### config.mk
export PLATFORM = sky130hd
export DESIGN_NAME = aic_ctrl
export DESIGN_NICKNAME = d
export VERILOG_FILES = /design/src/rtl/aic_clk_div.v /design/src/rtl/aic_ctrl.v
export VERILOG_INCLUDE_DIRS = /design/src /design/src/rtl
export SDC_FILE = /design/constraint.sdc
export NUM_CORES = 1
export LEC_CHECK = 0
export BUFFER_PORTS_ARGS = -buffer_cell sky130_fd_sc_hd__buf_2
export CORE_ASPECT_RATIO = 0.6
export CORE_MARGIN = 8
export CORE_UTILIZATION = 50
export CTS_CLUSTER_DIAMETER = 100
export CTS_CLUSTER_SIZE = 16
export DETAILED_ROUTE_END_ITERATION = 6
export PLACE_DENSITY = 0.84
export SKIP_CTS_REPAIR_TIMING = 1
export SLEW_MARGIN = 20
export SYNTH_ARGS = -nofsm -noshare
export SYNTH_HDL_FRONTEND = slang
export SYNTH_SLANG_ARGS = --single-unit
export TNS_END_PERCENT = 10
### constraint.sdc
create_clock -name clk -period 2.55 [get_ports clk]
set_input_delay 0.3825 -clock clk [delete_from_list [all_inputs] [get_ports clk]]
set_output_delay 0.3825 -clock clk [all_outputs]
set_load 0.05 [all_outputs]
### src/rtl/aic_regs.vh
// Purpose: Register map, field positions and timing constants of the converter control block
// Assumes: AXI4-Lite, 32-bit data, one register per aligned word
// Notes: Included by the control block and the testbench
`ifndef AIC_REGS_VH
`define AIC_REGS_VH
// Byte offsets
`define AIC_CTRL_OFS 8'h00
`define AIC_SRC_OFS 8'h04
`define AIC_RES_OFS 8'h08
`define AIC_MODE_OFS 8'h0C
`define AIC_IRQ_STAT_OFS 8'h10
`define AIC_IRQ_MASK_OFS 8'h14
// Control register fields
`define AIC_CTRL_START 7
`define AIC_CTRL_BUSY 6
`define AIC_CTRL_EN 5
`define AIC_CTRL_FMT 4
// Source / reference / clock register fields
`define AIC_SRC_INS_HI 7
`define AIC_SRC_INS_LO 5
`define AIC_SRC_REF_HI 4
`define AIC_SRC_REF_LO 3
`define AIC_SRC_CKS_HI 2
`define AIC_SRC_CKS_LO 0
// Reset values
`define AIC_CTRL_RST 8'h00
`define AIC_SRC_RST 8'h00
// Conversion timing in converter clocks, and conversions per accumulation
`define AIC_SAMPLE_CYC 5'h04
`define AIC_CONV_CYC 5'h0C
`define AIC_TOTAL_CYC 5'h10
`define AIC_ACC_COUNT 5'h10
// Input source and reference codes
`define AIC_INS_AMP2 3'h1
`define AIC_INS_FILT 3'h2
`define AIC_INS_AMP1 3'h3
`define AIC_INS_BATT 3'h4
`define AIC_REF_REG 2'h1
`endif

### src/rtl/aic_clk_div.v
// Purpose: Power-of-two prescaler giving a one-cycle converter clock tick
// Assumes: Divider code 0..7 selects division by 1..128
// Notes: Counter restarts when the converter is held idle
`timescale 1ns/100ps
`default_nettype none
module aic_clk_div (
  input wire clk, // System clock
  input wire rstn, // Synchronous reset, active low
  input wire run, // Count while high
  input wire [2:0] sel, // Division exponent
  output wire tick // One pulse per converter clock
);
  reg [6:0] cnt_ff;
  wire [6:0] nxt_cnt;
  wire [6:0] limit;

  // Terminal count is two to the power of sel, minus one
  assign limit = (7'h01 << sel) - 7'h01;
  assign tick = run && (cnt_ff == limit);
  assign nxt_cnt = (!run || tick) ? 7'h00 : cnt_ff + 7'h01;

  // Free counter, cleared when idle so each conversion starts aligned
  always @(posedge clk)
  begin
    if (!rstn)
      cnt_ff <= 7'h00;
    else
      cnt_ff <= nxt_cnt;
  end
endmodule
`default_nettype wire

### src/rtl/aic_ctrl.v
// Purpose: Converter control: source/reference select, prescaler, start/busy, result, interrupt
// Assumes: AXI4-Lite slave, 20 MHz clk, analog converter supplies one result bit per clock
// Notes: Analog macro is modelled as a successive-approximation bit stream on sar_bit
`timescale 1ns/100ps
`default_nettype none
`include "aic_regs.vh"
module aic_ctrl (
  input wire clk, // System clock, 20 MHz
  input wire rstn, // Synchronous reset, active low
  input wire [7:0] s_axi_awaddr, // Write address
  input wire s_axi_awvalid, // Write address valid
  output wire s_axi_awready, // Write address ready
  input wire [31:0] s_axi_wdata, // Write data
  input wire [3:0] s_axi_wstrb, // Write strobes
  input wire s_axi_wvalid, // Write data valid
  output wire s_axi_wready, // Write data ready
  output wire [1:0] s_axi_bresp, // Write response
  output wire s_axi_bvalid, // Write response valid
  input wire s_axi_bready, // Write response ready
  input wire [7:0] s_axi_araddr, // Read address
  input wire s_axi_arvalid, // Read address valid
  output wire s_axi_arready, // Read address ready
  output wire [31:0] s_axi_rdata, // Read data
  output wire [1:0] s_axi_rresp, // Read response
  output wire s_axi_rvalid, // Read data valid
  input wire s_axi_rready, // Read data ready
  input wire sar_bit, // Comparator decision from analog core
  output wire [3:0] external_channel_sel, // External channel to analog mux
  output wire [2:0] internal_source_sel, // One-hot-free internal source code, 0 = none
  output wire ext_input_route, // External channel routed to converter
  output wire regulator_output_ref, // Reference from regulator when high
  output wire conv_power, // Converter circuitry powered
  output wire conv_reset, // Converter held in reset
  output wire conv_sample, // Sampling phase active
  output wire conv_clk_tick, // Converter clock tick
  output wire irq // Level interrupt
);
  // State machine, one-hot
  localparam [2:0] ST_IDLE = 3'b001;
  localparam [2:0] ST_RUN = 3'b010;
  localparam [2:0] ST_DONE = 3'b100;

  reg [7:0] ctrl_ff;
  reg [7:0] src_ff;
  reg acc_mode_ff;
  reg [15:0] result_ff;
  reg [11:0] sar_ff;
  reg [15:0] acc_ff;
  reg [4:0] cyc_ff;
  reg [4:0] nconv_ff;
  reg [2:0] state_ff;
  reg start_seen_ff;
  reg busy_ff;
  reg irq_stat_ff;
  reg irq_mask_ff;
  reg aw_got_ff;
  reg w_got_ff;
  reg [7:0] awaddr_ff;
  reg [31:0] wdata_ff;
  reg [3:0] wstrb_ff;
  reg bvalid_ff;
  reg [1:0] bresp_ff;
  reg rvalid_ff;
  reg [31:0] rdata_ff;
  reg [1:0] rresp_ff;

  wire tick;
  wire start_bit;
  wire enable_bit;
  wire begin_conv;
  wire conv_done;
  wire wr_go;
  wire rd_go;
  wire wr_hit;
  wire clear_start;
  wire [2:0] ins;
  wire running;

  // Byte-lane merge used for the control and source registers
  function [7:0] lane0;
    input [7:0] old;
    input [31:0] data;
    input [3:0] strb;
    begin
      lane0 = strb[0] ? data[7:0] : old;
    end
  endfunction

  // Address decoder shared by read and write paths
  function mapped;
    input [7:0] a;
    begin
      if (a == `AIC_CTRL_OFS)
        mapped = 1'b1;
      else if (a == `AIC_SRC_OFS)
        mapped = 1'b1;
      else if (a == `AIC_RES_OFS)
        mapped = 1'b1;
      else if (a == `AIC_MODE_OFS)
        mapped = 1'b1;
      else if (a == `AIC_IRQ_STAT_OFS)
        mapped = 1'b1;
      else if (a == `AIC_IRQ_MASK_OFS)
        mapped = 1'b1;
      else
        mapped = 1'b0;
    end
  endfunction

  assign start_bit = ctrl_ff[`AIC_CTRL_START];
  assign enable_bit = ctrl_ff[`AIC_CTRL_EN];
  assign ins = src_ff[`AIC_SRC_INS_HI:`AIC_SRC_INS_LO];

  // Analog routing from the select fields
  assign ext_input_route = (ins == 3'h0) || (ins > `AIC_INS_BATT);
  assign internal_source_sel = ext_input_route ? 3'h0 : ins;
  assign external_channel_sel = ctrl_ff[3:0];
  assign regulator_output_ref = (src_ff[`AIC_SRC_REF_HI:`AIC_SRC_REF_LO] == `AIC_REF_REG);
  assign conv_power = enable_bit;
  assign conv_reset = start_bit | ~enable_bit;
  assign conv_clk_tick = tick;
  // Gated by the hold so no tick or sampling leaks out in the cycle a write stops a run
  assign running = state_ff[1] && enable_bit && !start_bit;
  assign conv_sample = running && (cyc_ff < `AIC_SAMPLE_CYC);

  // Prescaler runs only while a conversion is under way
  aic_clk_div u_div (
    .clk(clk),
    .rstn(rstn),
    .run(running),
    .sel(src_ff[`AIC_SRC_CKS_HI:`AIC_SRC_CKS_LO]),
    .tick(tick)
  );

  // Bus handshake: address and data taken independently
  assign s_axi_awready = !aw_got_ff && !bvalid_ff;
  assign s_axi_wready = !w_got_ff && !bvalid_ff;
  assign wr_go = aw_got_ff && w_got_ff && !bvalid_ff;
  assign wr_hit = wr_go && mapped(awaddr_ff);
  assign s_axi_bvalid = bvalid_ff;
  assign s_axi_bresp = bresp_ff;
  assign s_axi_arready = !rvalid_ff;
  assign rd_go = s_axi_arvalid && !rvalid_ff;
  assign s_axi_rvalid = rvalid_ff;
  assign s_axi_rdata = rdata_ff;
  assign s_axi_rresp = rresp_ff;

  // Start detection: falling edge of start after it was seen high
  assign clear_start = start_seen_ff && !start_bit;
  assign begin_conv = clear_start && enable_bit && state_ff[0];
  assign conv_done = state_ff[1] && tick && (cyc_ff == `AIC_TOTAL_CYC - 5'h01)
    && (!acc_mode_ff || nconv_ff == `AIC_ACC_COUNT - 5'h01);

  assign irq = irq_stat_ff && irq_mask_ff;

  // Write channel capture and response
  always @(posedge clk)
  begin
    if (!rstn)
    begin
      aw_got_ff <= 1'b0;
      w_got_ff <= 1'b0;
      awaddr_ff <= 8'h00;
      wdata_ff <= 32'h0000_0000;
      wstrb_ff <= 4'h0;
      bvalid_ff <= 1'b0;
      bresp_ff <= 2'h0;
    end
    else
    begin
      if (s_axi_awvalid && s_axi_awready)
      begin
        aw_got_ff <= 1'b1;
        awaddr_ff <= s_axi_awaddr;
      end
      if (s_axi_wvalid && s_axi_wready)
      begin
        w_got_ff <= 1'b1;
        wdata_ff <= s_axi_wdata;
        wstrb_ff <= s_axi_wstrb;
      end
      if (wr_go)
      begin
        aw_got_ff <= 1'b0;
        w_got_ff <= 1'b0;
        bvalid_ff <= 1'b1;
        bresp_ff <= mapped(awaddr_ff) ? 2'h0 : 2'h2;
      end
      else if (bvalid_ff && s_axi_bready)
        bvalid_ff <= 1'b0;
    end
  end

  // Read channel; unmapped addresses answer SLVERR with zero data
  always @(posedge clk)
  begin
    if (!rstn)
    begin
      rvalid_ff <= 1'b0;
      rdata_ff <= 32'h0000_0000;
      rresp_ff <= 2'h0;
    end
    else if (rd_go)
    begin
      rvalid_ff <= 1'b1;
      rresp_ff <= mapped(s_axi_araddr) ? 2'h0 : 2'h2;
      if (s_axi_araddr == `AIC_CTRL_OFS)
        rdata_ff <= {24'h000000, ctrl_ff[7], busy_ff, ctrl_ff[5:0]};
      else if (s_axi_araddr == `AIC_SRC_OFS)
        rdata_ff <= {24'h000000, src_ff};
      else if (s_axi_araddr == `AIC_RES_OFS)
        rdata_ff <= {16'h0000, result_ff};
      else if (s_axi_araddr == `AIC_MODE_OFS)
        rdata_ff <= {31'h00000000, acc_mode_ff};
      else if (s_axi_araddr == `AIC_IRQ_STAT_OFS)
        rdata_ff <= {31'h00000000, irq_stat_ff};
      else if (s_axi_araddr == `AIC_IRQ_MASK_OFS)
        rdata_ff <= {31'h00000000, irq_mask_ff};
      else
        rdata_ff <= 32'h0000_0000;
    end
    else if (rvalid_ff && s_axi_rready)
      rvalid_ff <= 1'b0;
  end

  // Software registers; busy bit of control is never stored from the bus
  always @(posedge clk)
  begin
    if (!rstn)
    begin
      ctrl_ff <= `AIC_CTRL_RST;
      src_ff <= `AIC_SRC_RST;
      acc_mode_ff <= 1'b0;
      irq_mask_ff <= 1'b0;
    end
    else if (wr_hit)
    begin
      if (awaddr_ff == `AIC_CTRL_OFS)
        ctrl_ff <= lane0(ctrl_ff, wdata_ff, wstrb_ff) & 8'hBF;
      else if (awaddr_ff == `AIC_SRC_OFS)
        src_ff <= lane0(src_ff, wdata_ff, wstrb_ff);
      else if (awaddr_ff == `AIC_MODE_OFS && wstrb_ff[0])
        acc_mode_ff <= wdata_ff[0];
      else if (awaddr_ff == `AIC_IRQ_MASK_OFS && wstrb_ff[0])
        irq_mask_ff <= wdata_ff[0];
    end
  end

  // Start sequence tracker: remembers a high start bit until it drops
  always @(posedge clk)
  begin
    if (!rstn)
      start_seen_ff <= 1'b0;
    else if (start_bit)
      start_seen_ff <= 1'b1;
    else
      start_seen_ff <= 1'b0;
  end

  // Conversion sequencer
  always @(posedge clk)
  begin
    if (!rstn)
    begin
      state_ff <= ST_IDLE;
      busy_ff <= 1'b0;
      cyc_ff <= 5'h00;
      nconv_ff <= 5'h00;
      sar_ff <= 12'h000;
      acc_ff <= 16'h0000;
      result_ff <= 16'h0000;
    end
    else if (start_bit || !enable_bit)
    begin
      // Held in reset; result registers keep their contents
      state_ff <= ST_IDLE;
      busy_ff <= 1'b0;
      cyc_ff <= 5'h00;
      nconv_ff <= 5'h00;
    end
    else
    begin
      case (state_ff)
        ST_IDLE:
        begin
          if (begin_conv)
          begin
            state_ff <= ST_RUN;
            busy_ff <= 1'b1;
            cyc_ff <= 5'h00;
            nconv_ff <= 5'h00;
            acc_ff <= 16'h0000;
            sar_ff <= 12'h000;
          end
        end
        ST_RUN:
        begin
          if (tick)
          begin
            // Conversion phase shifts in one decision per clock, MSB first
            if (cyc_ff >= `AIC_SAMPLE_CYC)
              sar_ff <= {sar_ff[10:0], sar_bit};
            if (cyc_ff == `AIC_TOTAL_CYC - 5'h01)
            begin
              cyc_ff <= 5'h00;
              nconv_ff <= nconv_ff + 5'h01;
              acc_ff <= acc_ff + {4'h0, sar_ff[10:0], sar_bit};
              if (conv_done)
                state_ff <= ST_DONE;
            end
            else
              cyc_ff <= cyc_ff + 5'h01;
          end
        end
        ST_DONE:
        begin
          // Result formatted once so reads see a stable word
          if (acc_mode_ff)
            result_ff <= acc_ff;
          else if (ctrl_ff[`AIC_CTRL_FMT])
            result_ff <= {4'h0, sar_ff};
          else
            result_ff <= {sar_ff, 4'h0};
          busy_ff <= 1'b0;
          state_ff <= ST_IDLE;
        end
        default:
          state_ff <= ST_IDLE;
      endcase
    end
  end

  // Completion flag: set wins over write-one-to-clear
  always @(posedge clk)
  begin
    if (!rstn)
      irq_stat_ff <= 1'b0;
    else if (state_ff[2] && enable_bit && !start_bit)
      irq_stat_ff <= 1'b1;
    else if (wr_hit && awaddr_ff == `AIC_IRQ_STAT_OFS && wstrb_ff[0] && wdata_ff[0])
      irq_stat_ff <= 1'b0;
  end
endmodule
`default_nettype wire

* Word level (Yosys, flattened, before mapping)
Index checks and enable logic that the tools add are counted.
** Operators by class
- Add/sub/neg operators :: 5
- Magnitude comparators :: 3
- Equal/unequal tests :: 22
- Shift-type cells :: 1
- Mux-type cells :: 56
- Bitwise logic cells :: 7
- Reductions and logical operators :: 62
** Operator list (number)
- $mux 16 :: 8
- $mux 12 :: 3
- $eq 8x4->1 const B :: 4
- $eq 8x5->1 const B :: 4
- $pmux 16 s2 :: 1
- $logic_and 1x1->1 :: 28
- $mux 1 :: 27
- $mux 5 :: 5
- $pmux 12 s2 :: 1
- $pmux 5 s2 :: 2
- $add 16x12->16 :: 1
- $eq 8x3->1 const B :: 2
- $logic_not 8->1 :: 2
- $reduce_and 4->1 :: 4
- $mux 3 :: 5
- $reduce_and 5->1 :: 3
- $add 5x1->5 const B :: 2
- $eq 5x4->1 const B :: 2
- $ne 2x2->1 const B :: 5
- $reduce_bool 2->1 :: 5
- $logic_not 1->1 :: 8
- $add 7x1->7 const B :: 1
- $eq 7x7->1 :: 1
- $shl 1x3->7 const A :: 1
- 18 further kinds :: 31
** Word-level totals
- Flip-flop bits (word level) :: 141
- Bits of input ports :: 60
- Output and inout port bits :: 55
- Word-level logic and storage cells :: 180

* Depth between registers and ports, before layout
Gate-level depths: netlist (run 1).
- Depth in word-level cells :: 13
- Mapped depth :: 9
- Mapped depth without buffers :: 8

* By module
From an unflattened synthesis (run 1), not the netlist that was laid out.
** Unflattened totals
- Cell total of the unflattened synthesis :: 777
- Area, all modules :: 6411.1 µm²
** Modules (own cells, without submodules)
- aic_ctrl :: instances 1, cells an instance 726, area an instance 5948.2 µm², seq. area each 2322.2 µm²
- aic_clk_div :: instances 1, cells an instance 51, area an instance 462.9 µm², seq. area each 140.1 µm²

* Worst setup path before layout (run 1)
OpenSTA, ideal clock, no wires.
- Path type :: register -> register
- Start :: register ctrl_ff[5]
- End :: register cyc_ff[0]
- Arrival :: 3.390 ns
- Setup slack :: -0.924 ns
- Cell stages (with the launch flop) :: 6
- Path through :: dfxtp_1 nor2b_1 nand2_1 nor4_1 nand4_1 o22ai_1
** Between the ends
- Word-level cells in the longest chain between the ends :: 5
- Elaborated cells on any way between the ends :: 11
- Classes of those cells :: eq/ne (2); reduce/logical (9)
** RTL lines
- start: declaration :: RTL line aic_ctrl.v:43 : reg [7:0] ctrl_ff;
- start signal: assignment :: RTL line aic_ctrl.v:231 : ctrl_ff <= `AIC_CTRL_RST;
- start signal: assignment :: RTL line aic_ctrl.v:239 : ctrl_ff <= lane0(ctrl_ff, wdata_ff, wstrb_ff) & 8'hBF;
- $logic_and 1x1->1 (2 in a row) :: RTL line aic_ctrl.v:123 : assign running = state_ff[1] && enable_bit && !start_bit;
- $logic_and 1x1->1 :: RTL line aic_clk_div.v:19 : assign tick = run && (cnt_ff == limit);
- net conv_clk_tick :: RTL line aic_ctrl.v:35 : output wire conv_clk_tick,
- $ne 2x2->1 (no line)
- $reduce_and 3->1 (no line)
- end signal: assignment :: RTL line aic_ctrl.v:312 : cyc_ff <= cyc_ff + 5'h01;
- end: declaration :: RTL line aic_ctrl.v:49 : reg [4:0] cyc_ff;
The timed path passes the listed nets, and every way through them passes these cells.
A chain may end at the register's enable or synchronous reset.

* Worst setup path after layout (run 1)
- Start :: register ctrl_ff[5]
- End :: output conv_clk_tick
** Between the ends
- Word-level cells in the longest chain between the ends :: 3
** RTL lines (RTL line)
- $logic_and 1x1->1 (2 in a row) :: aic_ctrl.v:123
- $logic_and 1x1->1 :: aic_clk_div.v:19
- end: declaration :: aic_ctrl.v:35
No other way between the ends.

==> qor.txt, run 1 <==
Critical Path Source Type: flip-flop
Htree depth: 4
Post-route DRC: 0
Final setup fails: 0
Power per cell area: 640 nW/µm²
FFs w/ async S/R, synth: 0%
Peak supply drop: 0.000431 V
Number of synthesized flops with an enable pin: 0
Synth-to-layout area growth: 21.0%
Outcome: completed
Starting DRT DRC Count: 811
Post-synthesis register bit count: 123
Synth top area share: 39.8%
Worst-path clk slew: 0.06 ns
Hpwl dp: 12400 µm
Leakage: 3.08 nW
Synth Flop Type: dfxtp_1
Fill cells: 981
Cells after Synth: 758
Top area cells in the synthesized netlist: dfxtp_1 40%, nand2_1 6.9%, mux2i_1 6.3%
RePlAce Congestion: 0.926
CTS Buf Count: 17
Worst Path Arrival: 2.06 ns
First-pass DRT Iterations: 6
Clk buf depth: 2
Crit path capture type: output port
Slew Viols, Final: 0
Syn Std Cell Area: 6190 µm²
Post-Route Setup TNS: 0 ns
CP Max Fanout: 4
WHS: 0.136 ns
Final Cycle Share: 95.8%
Max Freq: 409 MHz
Grt total ovfl: 0
Total GRT Usage: 22.5%
Max_cap viols: 0
Mean Syn Cell Area: 8.16 µm²
Yosys cell types: 64
Vias: 6134
Final hold violations: 0
Layout Nets: 922
Vias in the first global route: 5800
Seq/Total Area, Yosys: 39.8%
Starting Density: 51.3%
Number of core rows: 31
Die Width: 160 µm
Clk sinks: 123
Fin util: 62.0%
Antenna Nets Post-Route: 0
RSZ-0062 raised after global routing: yes
CTS tree: built
I/O Buffers: 69
Tightest Pin Transition: 0.866 ns
Final Skew: 0.0113 ns
Insertion delay to the later sink of the worst-skew pair: 0.43 ns
IO Pins: 115
Critical Path RT: 2.17 ns
# diodes: 0
Critical Setup Path Class: reg2out
Largest net degree at the start of global routing: 78
Via density: 6.01
Routed wire length: 18500 µm
Yosys warning total: 0
Slew headroom: 42.2%
Core ar.: 12100 µm²
Die area: 16300 µm²
First-pass GRT wire length: 29600 µm
Share of layout cells above drive strength 1: 19.2%
Die Ht: 102 µm
Clock root buffer: clkbuf_16
Routed len/inst: 18.1 µm
Synth area leader: dfxtp_1
Initial antenna violation count: 0
HP Class: in2reg
Min cycle time layout: 2.44 ns
cells by family after synthesis:
logic type	share of synthesized area (%)
AOI/OAI and AO/OA	19.3
xor gates and xnor gates	2.12
adders and majority gates	3.96
buffers and inverters	6.43
DFF	39.8
muxes	6.49
other	0.0606
and+or+nand+nor	21.9
final timing paths:
check	from	end	slack, ns	cells past startpoint
worst max register to register	ctrl_ff[5]$_SDFFE_PN0P_	sar_ff[10]$_SDFFE_PN0P_	0.15	6
worst min-delay path	s_axi_rready	s_axi_rvalid$_SDFFE_PN0P_	0.14	2
worst min register to register	s_axi_rdata[13]$_SDFFE_PN0P_	s_axi_rdata[13]$_SDFFE_PN0P_	0.45	2
worst max-delay path	ctrl_ff[5]$_SDFFE_PN0P_	conv_clk_tick	0.11	4
final cells by class:
| type | instances | area (µm²) | area share [%] |
|---|---|---|---|
| clock buffers | 17 | 425 | 5.68 |
| clock inverters | 15 | 174 | 2.32 |
| inverters | 16 | 60.1 | 0.802 |
| multi-input cells | 572 | 3430 | 45.8 |
| flip-flops and latches | 123 | 2470 | 33.0 |
| well taps | 165 | 206 | 2.76 |
| repair buffers | 113 | 719 | 9.61 |
synth_stat cells (9+ instances only):
cell and n:
nor3_1 16, inv_1 15, nand3_1 31, mux2i_1 39, a221oi_1 9, a211oi_1 12
and2_1 9, nor2b_1 9, nand4_1 11, xnor2_1 12, nor2_1 54, a21oi_1 75
ha_1 18, buf_4 23, nand2_1 114, dfxtp_1 123, clkbuf_1 35, o21ai_0 47
cell usage in the layout, fill, tap and decap left out, drive strengths merged, types with 16 or more instances in the layout:
master,count
inv,27
dfxtp,123
nand3,31
clkbuf,17
mux2i,39
nand2,114
buf,113
conb,18
nor3,16
nor2,54
ha,18
o21ai,48
a21oi,75
routing by layer:
| metal | global-route usage (%) | wire, µm |
|---|---|---|
| met1 | 30.7 | 8280 |
| met5 | 0 | 0 |
| met2 | 33.9 | 8100 |
| met4 | 7.43 | 303 |
| met3 | 5.87 | 1770 |
registers in the layout (all words and copies together), names as in the netlist, 3 cells and up:
| signal | cells |
|---|---|
| nconv_ff | 5 |
| awaddr_ff | 8 |
| result_ff | 16 |
| ctrl_ff | 7 |
| s_axi_rdata | 16 |
| cyc_ff | 5 |
| sar_ff | 12 |
| state_ff | 3 |
| wdata_ff | 8 |
| u_div.cnt_ff | 7 |
| src_ff | 8 |
| acc_ff | 16 |
power by group:
group / leakage, nW / switching (mW) / internal, mW / total [mW]
Combinational: 1.79 / 0.246 / 0.0690 / 0.315
Clock: 0.289 / 1.01 / 1.48 / 2.49
Sequential: 0.998 / 0.0288 / 1.95 / 1.98
metrics by stage:
stage                     cell area, µm²  total power [mW]  instances  setup slack, ns
after global placement              6850              2.32        989            0.149
after CTS                           7450              4.79       1021           -0.183
after global routing                7480              4.92       1021          -0.0240
final                               7480              4.79       1021            0.108
after detailed placement            6850              2.33        989           0.0423
after floorplan                     6260              2.26        775        -0.000774
critical path: stages, from the launching register on:
cell,delay (ns)
dfxtp_1,0.42
nor2b_1,0.36
nand2_1,0.23
nor4_4,0.41
buf_6,0.21
Power figures use the tool's default switching activity.
==> run 2: changes to the inputs <==
BUFFER_PORTS_ARGS = -buffer_cell sky130_fd_sc_hd__buf_4   (was -buffer_cell sky130_fd_sc_hd__buf_2)
CORE_ASPECT_RATIO = 0.8   (was 0.6)
==> run 2 against run 1 <==
Clock skew rose by 0.0017 ns. Register-to-register slack about the same. Critical path type unchanged. Global-route usage fell by 1.0 points. Wire length down 6.0%. Total power is 1.2% higher. Critical endpoint unchanged. Die area decreased by 0.58%. Largest power group unchanged. Core utilization rose by 0.80 points. Largest cell class unchanged.
==> qor.txt, run 2 (synthesized netlist as in run 1, its figures left out) <==
Outcome: completed
Final Cycle Share: 96.7%
Antenna Nets Post-Route: 0
Number of core rows: 36
Grt total ovfl: 0
Switching share of power: 25.0%
CTS tree: built
Htree depth: 4
Leakage: 3.10 nW
Vias: 6006
Vias in the first global route: 5786
IO Pins: 115
Critical Path Source Type: flip-flop
Post-route DRC: 0
Worst Path Arrival: 2.08 ns
Clock root buffer: clkbuf_16
Total GRT Usage: 21.4%
Tightest Pin Transition: 0.885 ns
Crit path cell chain: nor4_2 > a31oi_1 > a22o_2 > buf_4 > nor4_4 > buf_6
Insertion delay to the later sink of the worst-skew pair: 0.42 ns
Int Pwr: 3.63 mW
Starting DRT DRC Count: 578
Slew Viols, Final: 0
Final setup fails: 0
Largest net degree at the start of global routing: 78
Share of layout cells above drive strength 1: 19.1%
Layout Nets: 921
Met3 routed WL: 1350 µm
Logic gate share of total power: 6.8%
Max_cap viols: 0
Fin util: 62.8%
Most common cell after layout, fill and taps aside: dfxtp_1
Clk buf depth: 2
Slew headroom: 40.9%
CP Max Fanout: 14
Final Power: 4.85 mW
Final Skew: 0.0131 ns
Die Width: 140 µm
# diodes: 0
First-pass GRT wire length: 28300 µm
Core ar.: 12100 µm²
Clk sinks: 123
Power per cell area: 636 nW/µm²
Min cycle time layout: 2.47 ns
Peak supply drop: 0.000543 V
Commonest non-fill, non-tap cells in the layout: 119 x dfxtp_1, 114 x nand2_1, 111 x buf_4, 75 x a21oi_1, 54 x nor2_1
Die area: 16200 µm²
RePlAce Congestion: 0.862
Reg power frac: 40.9%
RSZ-0062 raised after global routing: no
Net switching power: 1.21 mW
Critical Setup Path Class: reg2out
Wl on met1: 7570 µm
I/O Buffers: 69
HP Class: in2reg
Hpwl dp: 11800 µm
CTS Buf Count: 17
Routed len/inst: 17.2 µm
Max Freq: 406 MHz
Crit path capture type: output port
Initial antenna violation count: 0
Max layer used: met4
Starting Density: 51.1%
Routed wire length: 17300 µm
First-pass DRT Iterations: 5
Final hold violations: 0
Clock Power Share: 52.3%
Synth-to-layout area growth: 23.1%
Critical Path RT: 2.17 ns
Worst-path clk slew: 0.06 ns
Crit-path slowest cell: dfxtp_4
Die Ht: 115 µm
Via density: 5.96
Slowest stage delay, CP: 0.40 ns
DR WL met2: 7970 µm
run 2: changes by cell type in the layout (fill, tap and decap cells not counted), sizes merged:
cell and delta:
clkinvlp -1, clkinv +4, clkbuf +1, buf -1, inv -5, bufinv +1
run 2: layout make-up:
cell class	count	area (µm²)
Clock buffer	18	439
Multi-Input combinational cell	572	3420
Sequential cell	123	2470
Fill cell	970	4500
Inverter	16	60.1
Tap cell	152	190
Timing Repair Buffer	112	845
Clock inverter	14	184
run 2: worst max-delay path: cells and delay by family (launching register included):
| kind | cells | cell delay, ns |
|---|---|---|
| buffers and inverters | 2 | 0.37 |
| AND/OR/NAND/NOR | 2 | 0.55 |
| flip-flops | 1 | 0.40 |
| AO/OA/AOI/OAI | 2 | 0.34 |
run 2: path summary, 6_finish.rpt:
| check | from | endpoint | slack [ns] | cells after the start |
|---|---|---|---|---|
| setup / recovery | src_ff[2]$_SDFFE_PN0P_ | conv_clk_tick | 0.08 | 6 |
| hold / removal | s_axi_rready | s_axi_rvalid$_SDFFE_PN0P_ | 0.15 | 2 |
| setup reg to reg | acc_ff[1]$_SDFFE_PN0P_ | acc_ff[15]$_SDFFE_PN0P_ | 0.16 | 7 |
| hold reg to reg | wdata_ff[6]$_SDFFE_PN0P_ | wdata_ff[6]$_SDFFE_PN0P_ | 0.46 | 2 |
run 2: layer usage:
| layer | vias to the layer above | GRT usage (%) |
|---|---|---|
| met3 | 46 | 5.52 |
| met1 | 2840 | 27.3 |
| met2 | 264 | 33.8 |
| li1 | 2856 | - |
| met4 | 0 | 9.96 |
| met5 | - | 0 |
run 2: power by group through the flow:
stage	clock network [mW]	registers [mW]	logic, mW
floorplan	0	2.06	0.203
global placement	0	2.02	0.320
detailed placement	0	2.02	0.325
CTS	2.55	1.98	0.327
global route	2.66	1.98	0.353
finish	2.54	1.98	0.329
run 2: through the flow:
stage	hold slack [ns]	instances	setup TNS [ns]	setup WS [ns]	instance area, µm²
after global placement	0.441	975	0	0.142	6960
after global routing	0.133	1007	0	0.0147	7610
final	0.152	1007	0	0.0844	7610
after detailed placement	0.446	975	0	0.108	6960
after CTS	0.142	1007	-0.222	-0.222	7580
after floorplan	0.431	775	-0.00774	-0.000774	6260
